File: config.mk
export PLATFORM = sky130hd
export DESIGN_NAME = seb_top
export DESIGN_NICKNAME = d
export VERILOG_FILES = /design/src/seb_pkg.sv /design/src/seb_top.sv /design/src/seb_ms_tick.sv /design/src/seb_delay_cnt.sv
export VERILOG_INCLUDE_DIRS = /design/src
export SDC_FILE = /design/constraint.sdc
export NUM_CORES = 1
export LEC_CHECK = 0
export BUFFER_PORTS_ARGS = -buffer_cell sky130_fd_sc_hd__buf_2
export CAP_MARGIN = 10
export CORE_AREA = 4 4 134 136
export DETAILED_ROUTE_END_ITERATION = 7
export DIE_AREA = 0 0 138 140
export PLACE_DENSITY = 0.8
export SYNTH_ARGS = -nofsm -noshare
export SYNTH_HDL_FRONTEND = slang
export SYNTH_SLANG_ARGS = --single-unit
File: constraint.sdc
create_clock -name i_core_clk -period 16.1 [get_ports i_core_clk]
set_clock_uncertainty 0.1 [all_clocks]
set_input_delay 2.415 -clock i_core_clk [delete_from_list [all_inputs] [get_ports i_core_clk]]
set_output_delay 2.415 -clock i_core_clk [all_outputs]
set_load 0.005 [all_outputs]
File: src/seb_cfg.svh
// Offsets, reset values and timing counts of the enable and brake sequencer
`ifndef SEB_CFG_SVH
`define SEB_CFG_SVH

// Register byte offsets
`define SEB_OFS_CTRL      8'h00
`define SEB_OFS_STILL_SPD 8'h04
`define SEB_OFS_STAT_DLY  8'h08
`define SEB_OFS_RUN_WAIT  8'h0C
`define SEB_OFS_RUN_SPD   8'h10
`define SEB_OFS_OPEN_DLY  8'h14
`define SEB_OFS_STATUS    8'h18

// Control register field positions
`define SEB_CTRL_MODE_BIT 0
`define SEB_CTRL_FC_LSB   8
`define SEB_CTRL_FC_MSB   15

// Reset values of the settings
`define SEB_RST_MODE      1'b0
`define SEB_RST_FC        8'h02
`define SEB_RST_STILL_SPD 16'h0005
`define SEB_RST_STAT_DLY  16'h0096
`define SEB_RST_RUN_WAIT  16'h0000
`define SEB_RST_RUN_SPD   16'h0064
`define SEB_RST_OPEN_DLY  16'h0000

// Output function code that selects the dynamic brake
`define SEB_FC_DYN_BRAKE  8'h1E

// Timing
`define SEB_CLK_PERIOD_NS 20
`define SEB_TICK_NS       1000000
`define SEB_TICK_CYC      (`SEB_TICK_NS / `SEB_CLK_PERIOD_NS)
`define SEB_PWRUP_MS      16'h05DC

`endif

File: src/seb_pkg.sv
// Types shared by the enable and brake sequencer
package seb_pkg;
   typedef enum logic [2:0] {
      ST_POWERUP,
      ST_IDLE,
      ST_OPENING,
      ST_RUN,
      ST_STOP_HOLD,
      ST_COAST
   } seb_state_e;
endpackage : seb_pkg

File: src/seb_top.sv
// Servo enable, power stage, holding brake and dynamic brake sequencer
`include "seb_cfg.svh"

// Functional notes
// (RL1) Ready rises about 1.5 s after main power; enable is ignored before.
// (RL2) With ready and enable active the power stage is switched on.
// (RL3) Enable loss or an alarm switches the power stage off, motor free.
// (RL4) Speed below the standstill threshold (0..1000, default 5) is still.
// (RL5) Still disable drops the brake at once, power off after 0..2000 ms.
// (RL6) Brake releases after the open delay (0..1000 ms) from power on.
// (RL7) Running disable cuts power, brake holds off until wait or speed.
// (RL8) Running brake speed ranges 0..3000 r/min, default 100.
// (RL9) Output 1 carries the dynamic brake when its code is 30 (def 2).
// (RL10) While energized the dynamic brake relay is held open.
// (RL11) With the output assigned, disable applies the dynamic brake.
// (RL12) Mode 0 with control power and output 1 not assigned lets the motor coast and stay free.
// (RL13) Mode 1 with control power brakes and keeps the brake applied.
// (RL14) Control power loss applies the dynamic brake whatever the setup.
// (RL15) Powered off, the dynamic brake is always effective.
// (RL16) The controller should not start and stop the motor via enable.
// (RL17) Delays count millisecond ticks and restart on each transition.
module seb_top #(
   parameter int TICK_CYCLES = `SEB_TICK_CYC,
   parameter int SPD_W       = 16
) (
   input  wire logic             i_core_clk,
   input  wire logic             i_rst,
   input  wire logic             i_psel,
   input  wire logic             i_penable,
   input  wire logic             i_pwrite,
   input  wire logic [7:0]       i_paddr,
   input  wire logic [31:0]      i_pwdata,
   output logic      [31:0]      o_prdata,
   output logic                  o_pready,
   output logic                  o_pslverr,
   input  wire logic             i_main_power,
   input  wire logic             i_ctrl_power,
   input  wire logic             i_servo_enable_in,
   input  wire logic             i_alarm,
   input  wire logic [SPD_W-1:0] i_motor_speed,
   output logic                  o_ready,
   output logic                  o_power_on,
   output logic                  o_brake_release_out,
   output logic                  o_dynamic_brake_out,
   output logic                  o_digital_output_1
);
   seb_pkg::seb_state_e state;
   seb_pkg::seb_state_e next_state;
   logic        dyn_braking_mode;
   logic [7:0]  output1_function_code;
   logic [15:0] standstill_speed_threshold;
   logic [15:0] stationary_brake_delay;
   logic [15:0] running_brake_wait_time;
   logic [15:0] running_brake_speed;
   logic [15:0] brake_open_delay;
   logic        next_mode;
   logic [7:0]  next_fc;
   logic [15:0] next_still, next_stat, next_wait, next_rspd, next_open;
   logic [31:0] next_prdata;
   logic        next_pready, next_pslverr;
   logic        next_ready, next_power_on, next_brake, next_db, next_do1;

   logic        tick, pup_done, ph_done;
   logic [15:0] ph_limit;
   logic        powered, stationary, slow_enough;
   logic        db_assigned, db_apply, wr_en, rd_en;
   // Millisecond timebase
   seb_ms_tick #(
      .TICK_CYCLES (TICK_CYCLES)
   ) u_tick (
      .i_core_clk (i_core_clk),
      .i_rst      (i_rst),
      .o_tick     (tick)
   );

   // (RL1) power-up wait
   seb_delay_cnt #(
      .W (16)
   ) u_pup (
      .i_core_clk (i_core_clk),
      .i_rst      (i_rst),
      .i_restart  (!powered),
      .i_tick     (tick),
      .i_limit    (`SEB_PWRUP_MS),
      .o_done     (pup_done)
   );

   // (RL17) phase timer restart
   seb_delay_cnt #(
      .W (16)
   ) u_phase (
      .i_core_clk (i_core_clk),
      .i_rst      (i_rst),
      .i_restart  (next_state != state),
      .i_tick     (tick),
      .i_limit    (ph_limit),
      .o_done     (ph_done)
   );

   // Supply and speed qualifiers
   assign powered     = i_main_power && i_ctrl_power;
   // (RL4) standstill compare
   assign stationary  = (32'(i_motor_speed) < 32'(standstill_speed_threshold));
   // (RL8) running brake speed
   assign slow_enough = (32'(i_motor_speed) <= 32'(running_brake_speed));
   // (RL9) output function select
   assign db_assigned = (output1_function_code == `SEB_FC_DYN_BRAKE);
   // (RL11) assigned output or mode 1 brakes
   assign db_apply    = db_assigned || dyn_braking_mode;

   // Delay used by the current phase
   always_comb begin
      case (state)
         seb_pkg::ST_OPENING:   ph_limit = brake_open_delay;
         seb_pkg::ST_STOP_HOLD: ph_limit = stationary_brake_delay;
         seb_pkg::ST_COAST:     ph_limit = running_brake_wait_time;
         default:               ph_limit = 16'h0000;
      endcase
   end

   // Sequencer next state and output levels
   always_comb begin
      next_state = state;
      case (state)
         seb_pkg::ST_POWERUP: begin
            // (RL1) ready after the wait
            if (pup_done) begin
               next_state = seb_pkg::ST_IDLE;
            end
         end
         seb_pkg::ST_IDLE: begin
            // (RL2) enable starts the power stage
            if (i_servo_enable_in && !i_alarm) begin
               next_state = seb_pkg::ST_OPENING;
            end
         end
         seb_pkg::ST_OPENING, seb_pkg::ST_RUN: begin
            // (RL6) release after open delay
            if (state == seb_pkg::ST_OPENING && ph_done) begin
               next_state = seb_pkg::ST_RUN;
            end
            // (RL5) still disable holds power
            if (!i_servo_enable_in) begin
               next_state = (stationary || state == seb_pkg::ST_OPENING)
                            ? seb_pkg::ST_STOP_HOLD : seb_pkg::ST_COAST;
            end
         end
         seb_pkg::ST_STOP_HOLD: begin
            if (ph_done) begin
               next_state = seb_pkg::ST_IDLE;
            end
         end
         seb_pkg::ST_COAST: begin
            // (RL7) first of wait or speed
            if (ph_done || slow_enough) begin
               next_state = seb_pkg::ST_IDLE;
            end
         end
         default: next_state = seb_pkg::ST_POWERUP;
      endcase
      // (RL3) alarm frees the motor
      if (i_alarm && state != seb_pkg::ST_POWERUP) begin
         next_state = seb_pkg::ST_IDLE;
      end
      // (RL14) supply loss ends operation
      if (!powered) begin
         next_state = seb_pkg::ST_POWERUP;
      end
      next_ready    = (next_state != seb_pkg::ST_POWERUP);
      next_power_on = (next_state == seb_pkg::ST_OPENING) ||
                      (next_state == seb_pkg::ST_RUN) ||
                      (next_state == seb_pkg::ST_STOP_HOLD);
      next_brake    = (next_state == seb_pkg::ST_RUN) ||
                      (next_state == seb_pkg::ST_COAST);
      // (RL10) (RL12) (RL13) (RL15) relay open only when safe
      next_db       = powered && (next_power_on || !db_apply);
      next_do1      = db_assigned && next_db;
   end

   // Sequencer registers
   always_ff @(posedge i_core_clk or posedge i_rst) begin
      if (i_rst) begin
         state               <= seb_pkg::ST_POWERUP;
         o_ready             <= 1'b0;
         o_power_on          <= 1'b0;
         o_brake_release_out <= 1'b0;
         o_dynamic_brake_out <= 1'b0;
         o_digital_output_1  <= 1'b0;
      end else begin
         state               <= next_state;
         o_ready             <= next_ready;
         o_power_on          <= next_power_on;
         o_brake_release_out <= next_brake;
         o_dynamic_brake_out <= next_db;
         o_digital_output_1  <= next_do1;
      end
   end

   // APB: one wait state, write at the edge that sees pready
   assign wr_en = i_psel && i_penable && o_pready && i_pwrite;
   assign rd_en = i_psel && i_penable && !o_pready && !i_pwrite;
   // Register file next values and read mux
   always_comb begin
      next_mode    = dyn_braking_mode;
      next_fc      = output1_function_code;
      next_still   = standstill_speed_threshold;
      next_stat    = stationary_brake_delay;
      next_wait    = running_brake_wait_time;
      next_rspd    = running_brake_speed;
      next_open    = brake_open_delay;
      next_prdata  = o_prdata;
      next_pready  = i_psel && i_penable && !o_pready;
      next_pslverr = 1'b0;
      if (i_paddr == `SEB_OFS_CTRL) begin
         if (wr_en) begin
            next_mode = i_pwdata[`SEB_CTRL_MODE_BIT];
            next_fc   = i_pwdata[`SEB_CTRL_FC_MSB:`SEB_CTRL_FC_LSB];
         end
         next_prdata = {16'h0000, output1_function_code, 7'h00,
                        dyn_braking_mode};
      end else if (i_paddr == `SEB_OFS_STILL_SPD) begin
         if (wr_en) next_still = i_pwdata[15:0];
         next_prdata = {16'h0000, standstill_speed_threshold};
      end else if (i_paddr == `SEB_OFS_STAT_DLY) begin
         if (wr_en) next_stat = i_pwdata[15:0];
         next_prdata = {16'h0000, stationary_brake_delay};
      end else if (i_paddr == `SEB_OFS_RUN_WAIT) begin
         if (wr_en) next_wait = i_pwdata[15:0];
         next_prdata = {16'h0000, running_brake_wait_time};
      end else if (i_paddr == `SEB_OFS_RUN_SPD) begin
         if (wr_en) next_rspd = i_pwdata[15:0];
         next_prdata = {16'h0000, running_brake_speed};
      end else if (i_paddr == `SEB_OFS_OPEN_DLY) begin
         if (wr_en) next_open = i_pwdata[15:0];
         next_prdata = {16'h0000, brake_open_delay};
      end else if (i_paddr == `SEB_OFS_STATUS) begin
         next_prdata = {24'h00_0000, 1'b0, stationary, 1'b0,
                        o_digital_output_1, o_dynamic_brake_out,
                        o_brake_release_out, o_power_on, o_ready};
      end else begin
         next_prdata  = 32'h0000_0000;
         next_pslverr = next_pready;
      end
      if (!rd_en) next_prdata = (o_pready) ? 32'h0000_0000 : o_prdata;
   end
   // Register file
   always_ff @(posedge i_core_clk or posedge i_rst) begin
      if (i_rst) begin
         dyn_braking_mode           <= `SEB_RST_MODE;
         output1_function_code      <= `SEB_RST_FC;
         standstill_speed_threshold <= `SEB_RST_STILL_SPD;
         stationary_brake_delay     <= `SEB_RST_STAT_DLY;
         running_brake_wait_time    <= `SEB_RST_RUN_WAIT;
         running_brake_speed        <= `SEB_RST_RUN_SPD;
         brake_open_delay           <= `SEB_RST_OPEN_DLY;
         o_prdata                   <= 32'h0000_0000;
         o_pready                   <= 1'b0;
         o_pslverr                  <= 1'b0;
      end else begin
         dyn_braking_mode           <= next_mode;
         output1_function_code      <= next_fc;
         standstill_speed_threshold <= next_still;
         stationary_brake_delay     <= next_stat;
         running_brake_wait_time    <= next_wait;
         running_brake_speed        <= next_rspd;
         brake_open_delay           <= next_open;
         o_prdata                   <= next_prdata;
         o_pready                   <= next_pready;
         o_pslverr                  <= next_pslverr;
      end
   end
   // Checks on the sequencer
   property p_ready_after_wait;
      @(posedge i_core_clk) disable iff (i_rst)
      $rose(o_ready) |-> $past(pup_done) && $past(powered);
   endproperty
   a_ready_after_wait: assert property (p_ready_after_wait) // (RL1)
      else $error("ready rose before the power-up wait");

   property p_run_energized;
      @(posedge i_core_clk) disable iff (i_rst)
      (state == seb_pkg::ST_IDLE && i_servo_enable_in && !i_alarm
       && powered) |=> o_power_on ##1 o_power_on || !i_servo_enable_in
       || i_alarm || !powered;
   endproperty
   a_run_energized: assert property (p_run_energized) // (RL2)
      else $error("enable did not energize the motor");

   property p_alarm_free;
      @(posedge i_core_clk) disable iff (i_rst)
      i_alarm |=> !o_power_on && !o_brake_release_out;
   endproperty
   a_alarm_free: assert property (p_alarm_free) // (RL3)
      else $error("power stage stayed on under alarm");

   property p_still_stop;
      @(posedge i_core_clk) disable iff (i_rst)
      (state == seb_pkg::ST_RUN && !i_servo_enable_in && stationary
       && !i_alarm && powered) |=> o_power_on && !o_brake_release_out;
   endproperty
   a_still_stop: assert property (p_still_stop) // (RL5)
      else $error("still disable mishandled power or brake");

   property p_open_needs_power;
      @(posedge i_core_clk) disable iff (i_rst)
      $rose(o_brake_release_out) |-> $past(o_power_on, 1) && o_power_on;
   endproperty
   a_open_needs_power: assert property (p_open_needs_power) // (RL6)
      else $error("brake released without motor current");

   property p_run_stop;
      @(posedge i_core_clk) disable iff (i_rst)
      (state == seb_pkg::ST_RUN && !i_servo_enable_in && !stationary
       && !slow_enough && !i_alarm && powered)
      |=> !o_power_on && o_brake_release_out;
   endproperty
   a_run_stop: assert property (p_run_stop) // (RL7)
      else $error("running disable mishandled power or brake");

   property p_db_open_energized;
      @(posedge i_core_clk) disable iff (i_rst)
      o_power_on |-> o_dynamic_brake_out;
   endproperty
   a_db_open_energized: assert property (p_db_open_energized) // (RL10)
      else $error("dynamic brake applied while energized");

   property p_ctrl_loss_db;
      @(posedge i_core_clk) disable iff (i_rst)
      !i_ctrl_power |=> !o_dynamic_brake_out && !o_power_on && !o_ready;
   endproperty
   a_ctrl_loss_db: assert property (p_ctrl_loss_db) // (RL14)
      else $error("dynamic brake not applied on control power loss");
   // Main scenarios
   c_run: cover property (@(posedge i_core_clk) disable iff (i_rst)
      state == seb_pkg::ST_RUN);
   c_hold: cover property (@(posedge i_core_clk) disable iff (i_rst)
      state == seb_pkg::ST_STOP_HOLD ##1 state == seb_pkg::ST_IDLE);
   c_coast: cover property (@(posedge i_core_clk) disable iff (i_rst)
      state == seb_pkg::ST_COAST ##1 state == seb_pkg::ST_IDLE);
endmodule : seb_top

File: src/seb_ms_tick.sv
// Divider that makes a one-cycle pulse once per millisecond
module seb_ms_tick #(
   parameter int TICK_CYCLES = 50000
) (
   input  wire logic i_core_clk,
   input  wire logic i_rst,
   output logic      o_tick
);
   logic [31:0] cnt;
   logic [31:0] next_cnt;
   logic        next_tick;

   // Count up the cycles of one millisecond
   always_comb begin
      next_tick = 1'b0;
      next_cnt  = cnt + 32'h0000_0001;
      if (cnt >= 32'(TICK_CYCLES - 1)) begin
         next_cnt  = 32'h0000_0000;
         next_tick = 1'b1;
      end
   end

   // Register the divider
   always_ff @(posedge i_core_clk or posedge i_rst) begin
      if (i_rst) begin
         cnt    <= 32'h0000_0000;
         o_tick <= 1'b0;
      end else begin
         cnt    <= next_cnt;
         o_tick <= next_tick;
      end
   end

   // Tick is a single-cycle pulse
   property p_tick_single;
      @(posedge i_core_clk) disable iff (i_rst)
      o_tick |=> !o_tick;
   endproperty
   a_tick_single: assert property (p_tick_single) // (RL17)
      else $error("timebase tick longer than one cycle");
endmodule : seb_ms_tick

File: src/seb_delay_cnt.sv
// Millisecond delay counter with restart and a limit compare
module seb_delay_cnt #(
   parameter int W = 16
) (
   input  wire logic         i_core_clk,
   input  wire logic         i_rst,
   input  wire logic         i_restart,
   input  wire logic         i_tick,
   input  wire logic [W-1:0] i_limit,
   output logic              o_done
);
   logic [W-1:0] cnt;
   logic [W-1:0] next_cnt;

   // Restart clears, each tick counts up, saturating at the top
   always_comb begin
      next_cnt = cnt;
      if (i_restart) begin
         next_cnt = '0;
      end else if (i_tick && (cnt != {W{1'b1}})) begin
         next_cnt = cnt + W'(1);
      end
   end

   always_ff @(posedge i_core_clk or posedge i_rst) begin
      if (i_rst) begin
         cnt <= '0;
      end else begin
         cnt <= next_cnt;
      end
   end

   assign o_done = (cnt >= i_limit);
endmodule : seb_delay_cnt

==> results.md, run 1 <==
- Status: completed
- Drt pass-1 iters: 5
- Worst Path Max Fanout: 16
- GRT overflow: 0
- Warnings, synthesis: 0
- Fin util: 0.649
- Final setup TNS: 0 ps
- Leakage: 0.00511 uW
- WP data required: 16290 ps
- Slew Viols, Final: 0
- RSZ-0062 raised after global routing: no
- Via count: a little under 8000
- Syn Std Cell Area: just under 10000 um^2
- Crit-path leading delay family: compound AO/OA/AOI/OAI gates
- Cts hold-fix bufs: 0
- Mean Syn Cell Area: between 9 and 10 um^2
- RD Place Congestion: about 0.94
- Post-synth EDFFs: 0
- First-pass GRT wire length: approximately 40000 um
- Initial DRC count: between 800 and 900
- Buf/Inv on CP: 1
- Worst Setup Start Kind: primary input
- Fmax: around 190 MHz
- Internal Power: between 700 and 800 uW
- Yosys top cell by area: dfrtp_1
- Top cell type's share of synthesized area: 0.432
- Reg area: between 4000 and 5000 um^2
- Sw Share: 0.285
- Final hold violations: 0
- Resized Gates After CTS: 0
- Cell row count: between 40 and 50
- GRT Util Overall: 0.255
- Arr. time, crit path: 5440 ps
- Clock root cell: clkbuf_16
- H-tree Lvls: 4
- Commonest cells post-synth: dfrtp_1, nor2_1, nand2_1
- Slew @ Worst Pin: around 1200 ps
- TritonCTS Buffers: 17
- Critical path's largest stage delay: ~650 ps
- CTS tree: done
- HPWL after detailed placement: approximately 17000 um
- Ordered cell list for the critical path: buf_2 -> ha_1 -> a21oi_1 -> o21ai_0 -> a211oi_1 -> a31oi_1 -> a41o_2 -> or3_1 -> a2111oi_0
- WL/cell: between 15 and 20 um
- Max_slew headroom: 0.181
- Final period util: 0.326
- Initial antenna violation count: 0
- Initial Util: 0.582
- Ant. Diodes: 0
- Seq/Total Area, Yosys: 0.458
- Number of port buffers: a little over 70
- R2R Path End: u_phase.cnt[11]
- Synth Flop Type: dfrtp_1
- Maximum vdd drop: 0.0828 mV
- Largest net degree at the start of global routing: between 100 and 150
- Die H: 140 um
- Final setup violation count: 0
- Reg clk slew, reported paths: about 70 ps
- NetSw: 295 uW
- Die Area: roughly 19000 um^2
- Most common cell in the synthesized netlist: dfrtp_1
- Final hold slack: 364 ps
- PnR Total Power: just over 1000 uW
- Die X: 138 um
- Post-CTS setup buffers: 0
- ANT nets after route: 0
- DR vias/cell: 6.04
- Vias in the first global route: about 7700
- Max-cap violations: 0
- Mapped Cells: between 900 and 1000
- Capturing element type of the critical path: flip-flop
- Max clock buf depth: 2
- R2R depth: 13
- Area taken by multi-input logic gates: roughly 5000 um^2
- Cell at the slowest stage of the critical path: or3_1
- Logic pwr share: 0.118
- Largest cells by area after synthesis: dfrtp_1, mux2_2, ha_1, nor2_1, o21ai_0
- Worst-skew pair later-pin latency: 440 ps
- # DRC: 0
- Area grow syn2layout: 11.6%
- CTS Sinks: 180
- Crit. Startpoint: i_motor_speed[11]
- Detailed-route wire length: roughly 24000 um
- R2r setup slk: 11000 ps
- Crit path to: u_phase.cnt[11]
- Fillers: ~1400
- Fin crit period: about 5200 ps
- Hold Path Class: reg -> reg
- P per Cell Area: between 90 and 100 nW/um^2
- Clock power share: 0.404
- Reg power frac: 0.477
- Asr flop ratio synth: 1.00
- IO Pins: between 100 and 150
- Number of cells on the critical path: 9
- Placeable Area: 16900 um^2
- Share of cells above drive strength 1: 0.194
- FF+latch count, synth: 180
- Critical path type: in -> reg
- Netlist cell types: 71
- R2r startpoint: state[0]
- Final nets: between 1000 and 1500
[worst min-delay path by stage]
stage | start | endpoint | slack, ps | cells after the start
3_5_place_dp | o_prdata[0] | o_prdata[0] | 350 | 2
3_3_place_gp | o_prdata[0] | o_prdata[0] | 350 | 2
5_1_grt | o_prdata[0] | o_prdata[0] | 400 | 2
6_report | o_prdata[0] | o_prdata[0] | 360 | 2
4_1_cts | o_prdata[0] | o_prdata[0] | 370 | 2
2_1_floorplan | u_tick.cnt[0] | u_tick.cnt[0] | 350 | 1
[kinds of logic (layout without fill, tap and decap cells)]
family,count (synthesis),count (layout),share of synthesized area
adders and majority gates,51,51,0.0647
other,1,32,0.000380
DFF,180,180,0.458
and+or+nand+nor,305,305,0.149
xor gates and xnor gates,42,42,0.0373
AOI/OAI and AO/OA,218,218,0.146
buffers and inverters,114,169,0.0526
muxes,76,76,0.0922
[power by group through the flow]
stage | Sequential [uW] | Clock, uW | Combinational (uW)
global placement | 502 | 0 | 115
floorplan | 496 | 0 | 90.6
detailed placement | 503 | 0 | 120
global route | 498 | 446 | 139
finish | 495 | 420 | 123
CTS | 495 | 425 | 123
[tightest hold or removal path: cells and delay by family (launching register included)]
family,cells,cell delay (ps)
AND/OR/NAND/NOR,2,100
flip-flops,1,340
[metrics by stage]
step / std cells / area, um^2 / setup slack, ps
floorplan: 1018 / 9970 / 8710
global placement: 1266 / 10400 / 10530
detailed placement: 1266 / 10400 / 10530
CTS: 1298 / 11000 / 10990
global route: 1298 / 11000 / 10680
finish: 1298 / 11000 / 10850
[layout make-up]
cell class                 count  area share
multi-input combinational    724       0.451
sequential                   180       0.411
timing repair buffer          83      0.0405
clock buffer                  17      0.0387
tap                          225      0.0256
inverter                      54      0.0189
clock inverter                15      0.0151
[sequential cells by signal, summed over array words and instances (netlist names)]
register,flops
output1_function_code,8
state,3
o_pready,1
o_brake_release_out,1
u_phase.cnt,16
brake_open_delay,16
o_digital_output_1,1
dyn_braking_mode,1
o_pslverr,1
stationary_brake_delay,16
o_ready,1
u_pup.cnt,16
o_prdata,16
u_tick.o_tick,1
running_brake_speed,16
standstill_speed_threshold,16
running_brake_wait_time,16
o_power_on,1
u_tick.cnt,32
o_dynamic_brake_out,1
[metal layers]
layer / part of all wire / vias up / global-route usage / wire, um
met5: 0 / - / 0 / 0
li1: - / 3648 / - / -
met1: 0.41 / 3786 / 0.331 / 9960
met3: 0.084 / 71 / 0.0645 / 2030
met4: 0.033 / 0 / 0.0978 / 797
met2: 0.47 / 331 / 0.417 / 11500
[cell usage in the layout (no fill, tap or decap), types with 4 or more instances in the layout]
cell type | netlist | final
a211oi_1 | 6 | 6
xnor2_1 | 13 | 13
nor2_1 | 96 | 96
o21a_1 | 5 | 5
a221oi_1 | 6 | 6
nand2_1 | 81 | 81
a22oi_1 | 19 | 19
nand3b_1 | 6 | 6
nor2b_1 | 6 | 6
and2_1 | 5 | 5
inv_6 | 0 | 5
mux4_2 | 6 | 6
xor2_1 | 29 | 29
mux2i_1 | 12 | 12
mux2_2 | 58 | 58
inv_1 | 54 | 53
a2111oi_0 | 8 | 8
o31ai_1 | 6 | 6
buf_2 | 5 | 71
a21oi_1 | 55 | 55
nand3_1 | 28 | 28
nor3_1 | 11 | 10
or3_1 | 9 | 9
buf_4 | 16 | 12
ha_1 | 51 | 51
o22ai_1 | 4 | 4
dfrtp_1 | 170 | 170
a2111oi_2 | 6 | 6
o21ai_0 | 68 | 68
and3_1 | 9 | 9
conb_1 | 1 | 32
dfstp_2 | 10 | 10
inv_8 | 0 | 4
nand4_1 | 22 | 22
nor4_1 | 8 | 7
a31oi_1 | 6 | 6
clkbuf_16 | 0 | 17
and4_1 | 6 | 6
Power figures use the tool's default switching activity.
==> run 2, diff against run 1 <==
- ABC_AREA: unset -> 1
- CORE_AREA: 4 4 134 136 -> 4 4 132 134
- DIE_AREA: 0 0 138 140 -> 0 0 136 138
- PLACE_DENSITY: 0.8 -> 0.79
- clock period: 16.1 -> 5.2 ns (I/O delays scaled with it)
==> run 2 against run 1 <==
Compared with the run above: global-route usage rose by 0.49 points; via count rose by 4.5%; die area fell by 2.9%; critical path depth rose by 17; final cell count rose by 11%.
==> results.md, run 2 <==
- Status: completed (unchanged)
- Fillers: 1361 (was 1352)
- Clock root cell: clkbuf_16 (unchanged)
- H-tree Lvls: 4 (unchanged)
- Max_slew headroom: 0.284 (was 0.181)
- Reg clk slew, reported paths: 70 ps (about the same)
- Initial Util: 0.582 (about the same)
- Seq/Total Area, Yosys: 0.477 (was 0.458)
- Ant. Diodes: 0 (unchanged)
- Initial DRC count: 714 (was 855)
- Post-CTS setup buffers: 0 (unchanged)
- FF+latch count, synth: 180 (unchanged)
- Final period util: 0.768
- Cell row count: 47 (was 48)
- WP data required: 5450 ps (was 16290 ps)
- Final hold violations: 0 (unchanged)
- Asr flop ratio synth: 1.00 (unchanged)
- First-pass GRT wire length: 39100 um (was 39800 um)
- DR vias/cell: 5.67 (was 6.04)
- Placeable Area: 16300 um^2 (was 16900 um^2)
- Drt pass-1 iters: 5 (unchanged)
- Netlist cell types: 47 (was 71)
- Final setup violation count: 0 (unchanged)
- Slew @ Worst Pin: 1070 ps (was 1220 ps)
- Mapped Cells: 1130 (was 987)
- Max clock buf depth: 2 (unchanged)
- Area grow syn2layout: 11.9% (was 11.6%)
- Commonest cells post-synth: nand2_1, dfrtp_1, inv_1 (was dfrtp_1, nor2_1, nand2_1)
- Die Area: 18800 um^2 (was 19300 um^2)
- Final nets: 1326 (was 1176)
- Hold Path Class: reg -> reg (unchanged)
- RSZ-0062 raised after global routing: no (unchanged)
- Final setup TNS: 0 ps (unchanged)
- CTS tree: done (unchanged)
- # DRC: 0 (unchanged)
- Max-cap violations: 0 (unchanged)
- Worst Setup Start Kind: flip-flop (was primary input)
- Mean Syn Cell Area: 8.39 um^2 (was 9.99 um^2)
- Arr. time, crit path: 4240 ps (was 5440 ps)
- Synth Flop Type: dfrtp_1 (unchanged)
- Post-synth EDFFs: 0 (unchanged)
- Reg area: 4520 um^2 (unchanged)
- Worst Path Max Fanout: 17 (was 16)
- Cts hold-fix bufs: 0 (unchanged)
- Maximum vdd drop: 0.256 mV (was 0.0828 mV)
- Largest cells by area after synthesis: dfrtp_1, nand2_1, o21ai_0, ha_1, inv_1 (was dfrtp_1, mux2_2, ha_1, nor2_1, o21ai_0)
- Warnings, synthesis: 0 (unchanged)
- GRT Util Overall: 0.260 (was 0.255)
- TritonCTS Buffers: 17 (unchanged)
- Commonest non-fill, non-tap cell in the layout: nand2_1 (was dfrtp_1)
- Resized Gates After CTS: 0 (unchanged)
- RD Place Congestion: 0.901 (was 0.940)
- Most common cell in the synthesized netlist: nand2_1 (was dfrtp_1)
- Fin crit period: around 4000 ps
- HPWL after detailed placement: 16900 um (was 17300 um)
- Leakage: 0.00497 uW (was 0.00511 uW)
- Vias in the first global route: 8020 (was 7724)
- Area taken by multi-input logic gates: 4280 um^2 (was 4950 um^2)
- Most frequent cells in the layout: nand2_1, dfrtp_1, inv_1 (was dfrtp_1, nor2_1, nand2_1)
- Capturing element type of the critical path: flip-flop (unchanged)
- GRT overflow: 0 (unchanged)
- Slew Viols, Final: 0 (unchanged)
- Number of port buffers: 71 (unchanged)
- Critical path type: reg -> reg (was in -> reg)
- CTS Sinks: 180 (unchanged)
- P per Cell Area: 287 nW/um^2 (was 94.4 nW/um^2)
- Die H: 138 um (was 140 um)
- Yosys top cell by area: dfrtp_1 (unchanged)
- Syn Std Cell Area: 9480 um^2 (was 9860 um^2)
- IO Pins: 104 (unchanged)
- WL/cell: 16.5 um (was 18.7 um)
- ANT nets after route: 0 (unchanged)
- Top cell type's share of synthesized area: 0.449 (was 0.432)
- Worst-skew pair later-pin latency: 440 ps (about the same)
- Share of cells above drive strength 1: 0.123 (was 0.194)
- Largest Register: u_tick.cnt (unchanged)
- Fmax: between 200 and 300 MHz
- Initial antenna violation count: 0 (unchanged)
- Die X: 136 um (was 138 um)
- Largest net degree at the start of global routing: 111 (was 105)
- Detailed-route wire length: 23800 um (was 24300 um)
- Via count: 8188 (was 7836)
- Final hold slack: 360 ps (was 364 ps)
- Max reg flops: 32 (unchanged)
[run 2: cell types whose count changed after synthesis, moves of 11 or more]
cell / before / now
mux2_2: 58 / 0
a22oi_1: 19 / 0
nand2_1: 81 / 248
xor2_1: 29 / 14
a21oi_1: 55 / 68
clkbuf_1: 34 / 20
o21ai_0: 68 / 131
o221ai_1: 0 / 15
mux2i_1: 12 / 0
nor2_1: 96 / 72
xnor2_1: 13 / 2
inv_1: 54 / 137
[run 2: kinds of logic (layout without fill, tap and decap cells)]
logic type,count (synthesis),count (layout),share of synthesized area
buf+inv,191,253,0.0841
other cells,1,32,0.000396
fa+ha+maj,51,51,0.0673
compound gates,268,268,0.163
xor+xnor,16,16,0.0148
flops,180,180,0.477
simple gates,423,423,0.194
[run 2: final timing paths]
path	start	to	slack, ps	depth (start not counted)
worst min-delay path	u_tick.cnt[0]	u_tick.cnt[0]	360	1
worst max register to register	state[1]	u_phase.cnt[1]	1210	26
worst max-delay path	state[1]	u_phase.cnt[1]	1210	26
max in group asynchronous	i_rst	u_pup.cnt[0]	3580	3
min in group asynchronous	i_rst	standstill_speed_threshold[4]	390	2
worst min register to register	u_tick.cnt[0]	u_tick.cnt[0]	360	1
[run 2: where the power goes]
group | leakage, uW | switching, uW | internal (uW)
Sequential | 0.00242 | 47.0 | 1440
Combinational | 0.00228 | 188 | 122
Clock | 0.000273 | 594 | 654
[run 2: layout make-up]
| class | count | area share |
|---|---|---|
| Clock inverter | 13 | 0.0107 |
| Clock buffer | 19 | 0.0427 |
| Timing Repair Buffer | 79 | 0.0404 |
| Sequential cell | 180 | 0.426 |
| Tap cell | 220 | 0.0260 |
| Inverter | 142 | 0.0506 |
| Multi-Input combinational cell | 790 | 0.404 |
[run 2: worst max-delay path: stages (launching register included)]
cell and delay, ps:
dfrtp_1 390, inv_2 130, nand2_2 120, nor2_2 690
inv_1 130, o22ai_1 190, a21oi_1 90, ha_1 320
nand2_1 80, inv_1 40, nand2_1 70, nor2_1 50
nor2_1 70, nand2_1 60, nand2_1 50, nand2_1 80
nand2_1 70, nand2_1 50, nand2_1 50, nand2_1 40
nand2_1 50, nand3_1 60, nand2_1 160, inv_1 80
nand2_1 70, nand3_2 350, a21oi_1 260
[run 2: metrics by stage]
step / instance area, um^2 / worst slack [ps] / std cells / total power, uW / utilization
after global routing: 10600 / 745 / 1443 / 3180 / 0.651
after CTS: 10600 / 1210 / 1443 / 3060 / 0.651
after detailed placement: 10000 / 1230 / 1411 / 1820 / 0.616
final: 10600 / 1210 / 1443 / 3050 / 0.651
after global placement: 10000 / 1290 / 1411 / 1810 / 0.616
after floorplan: 9600 / 2020 / 1161 / 1730 / -
[run 2: per-layer routing]
layer,vias up,GRT usage,part of all wire
li1,3903,-,-
met1,3873,0.352,0.43
met2,344,0.403,0.46
met3,68,0.0640,0.074
met4,0,0.107,0.037
met5,-,0,0
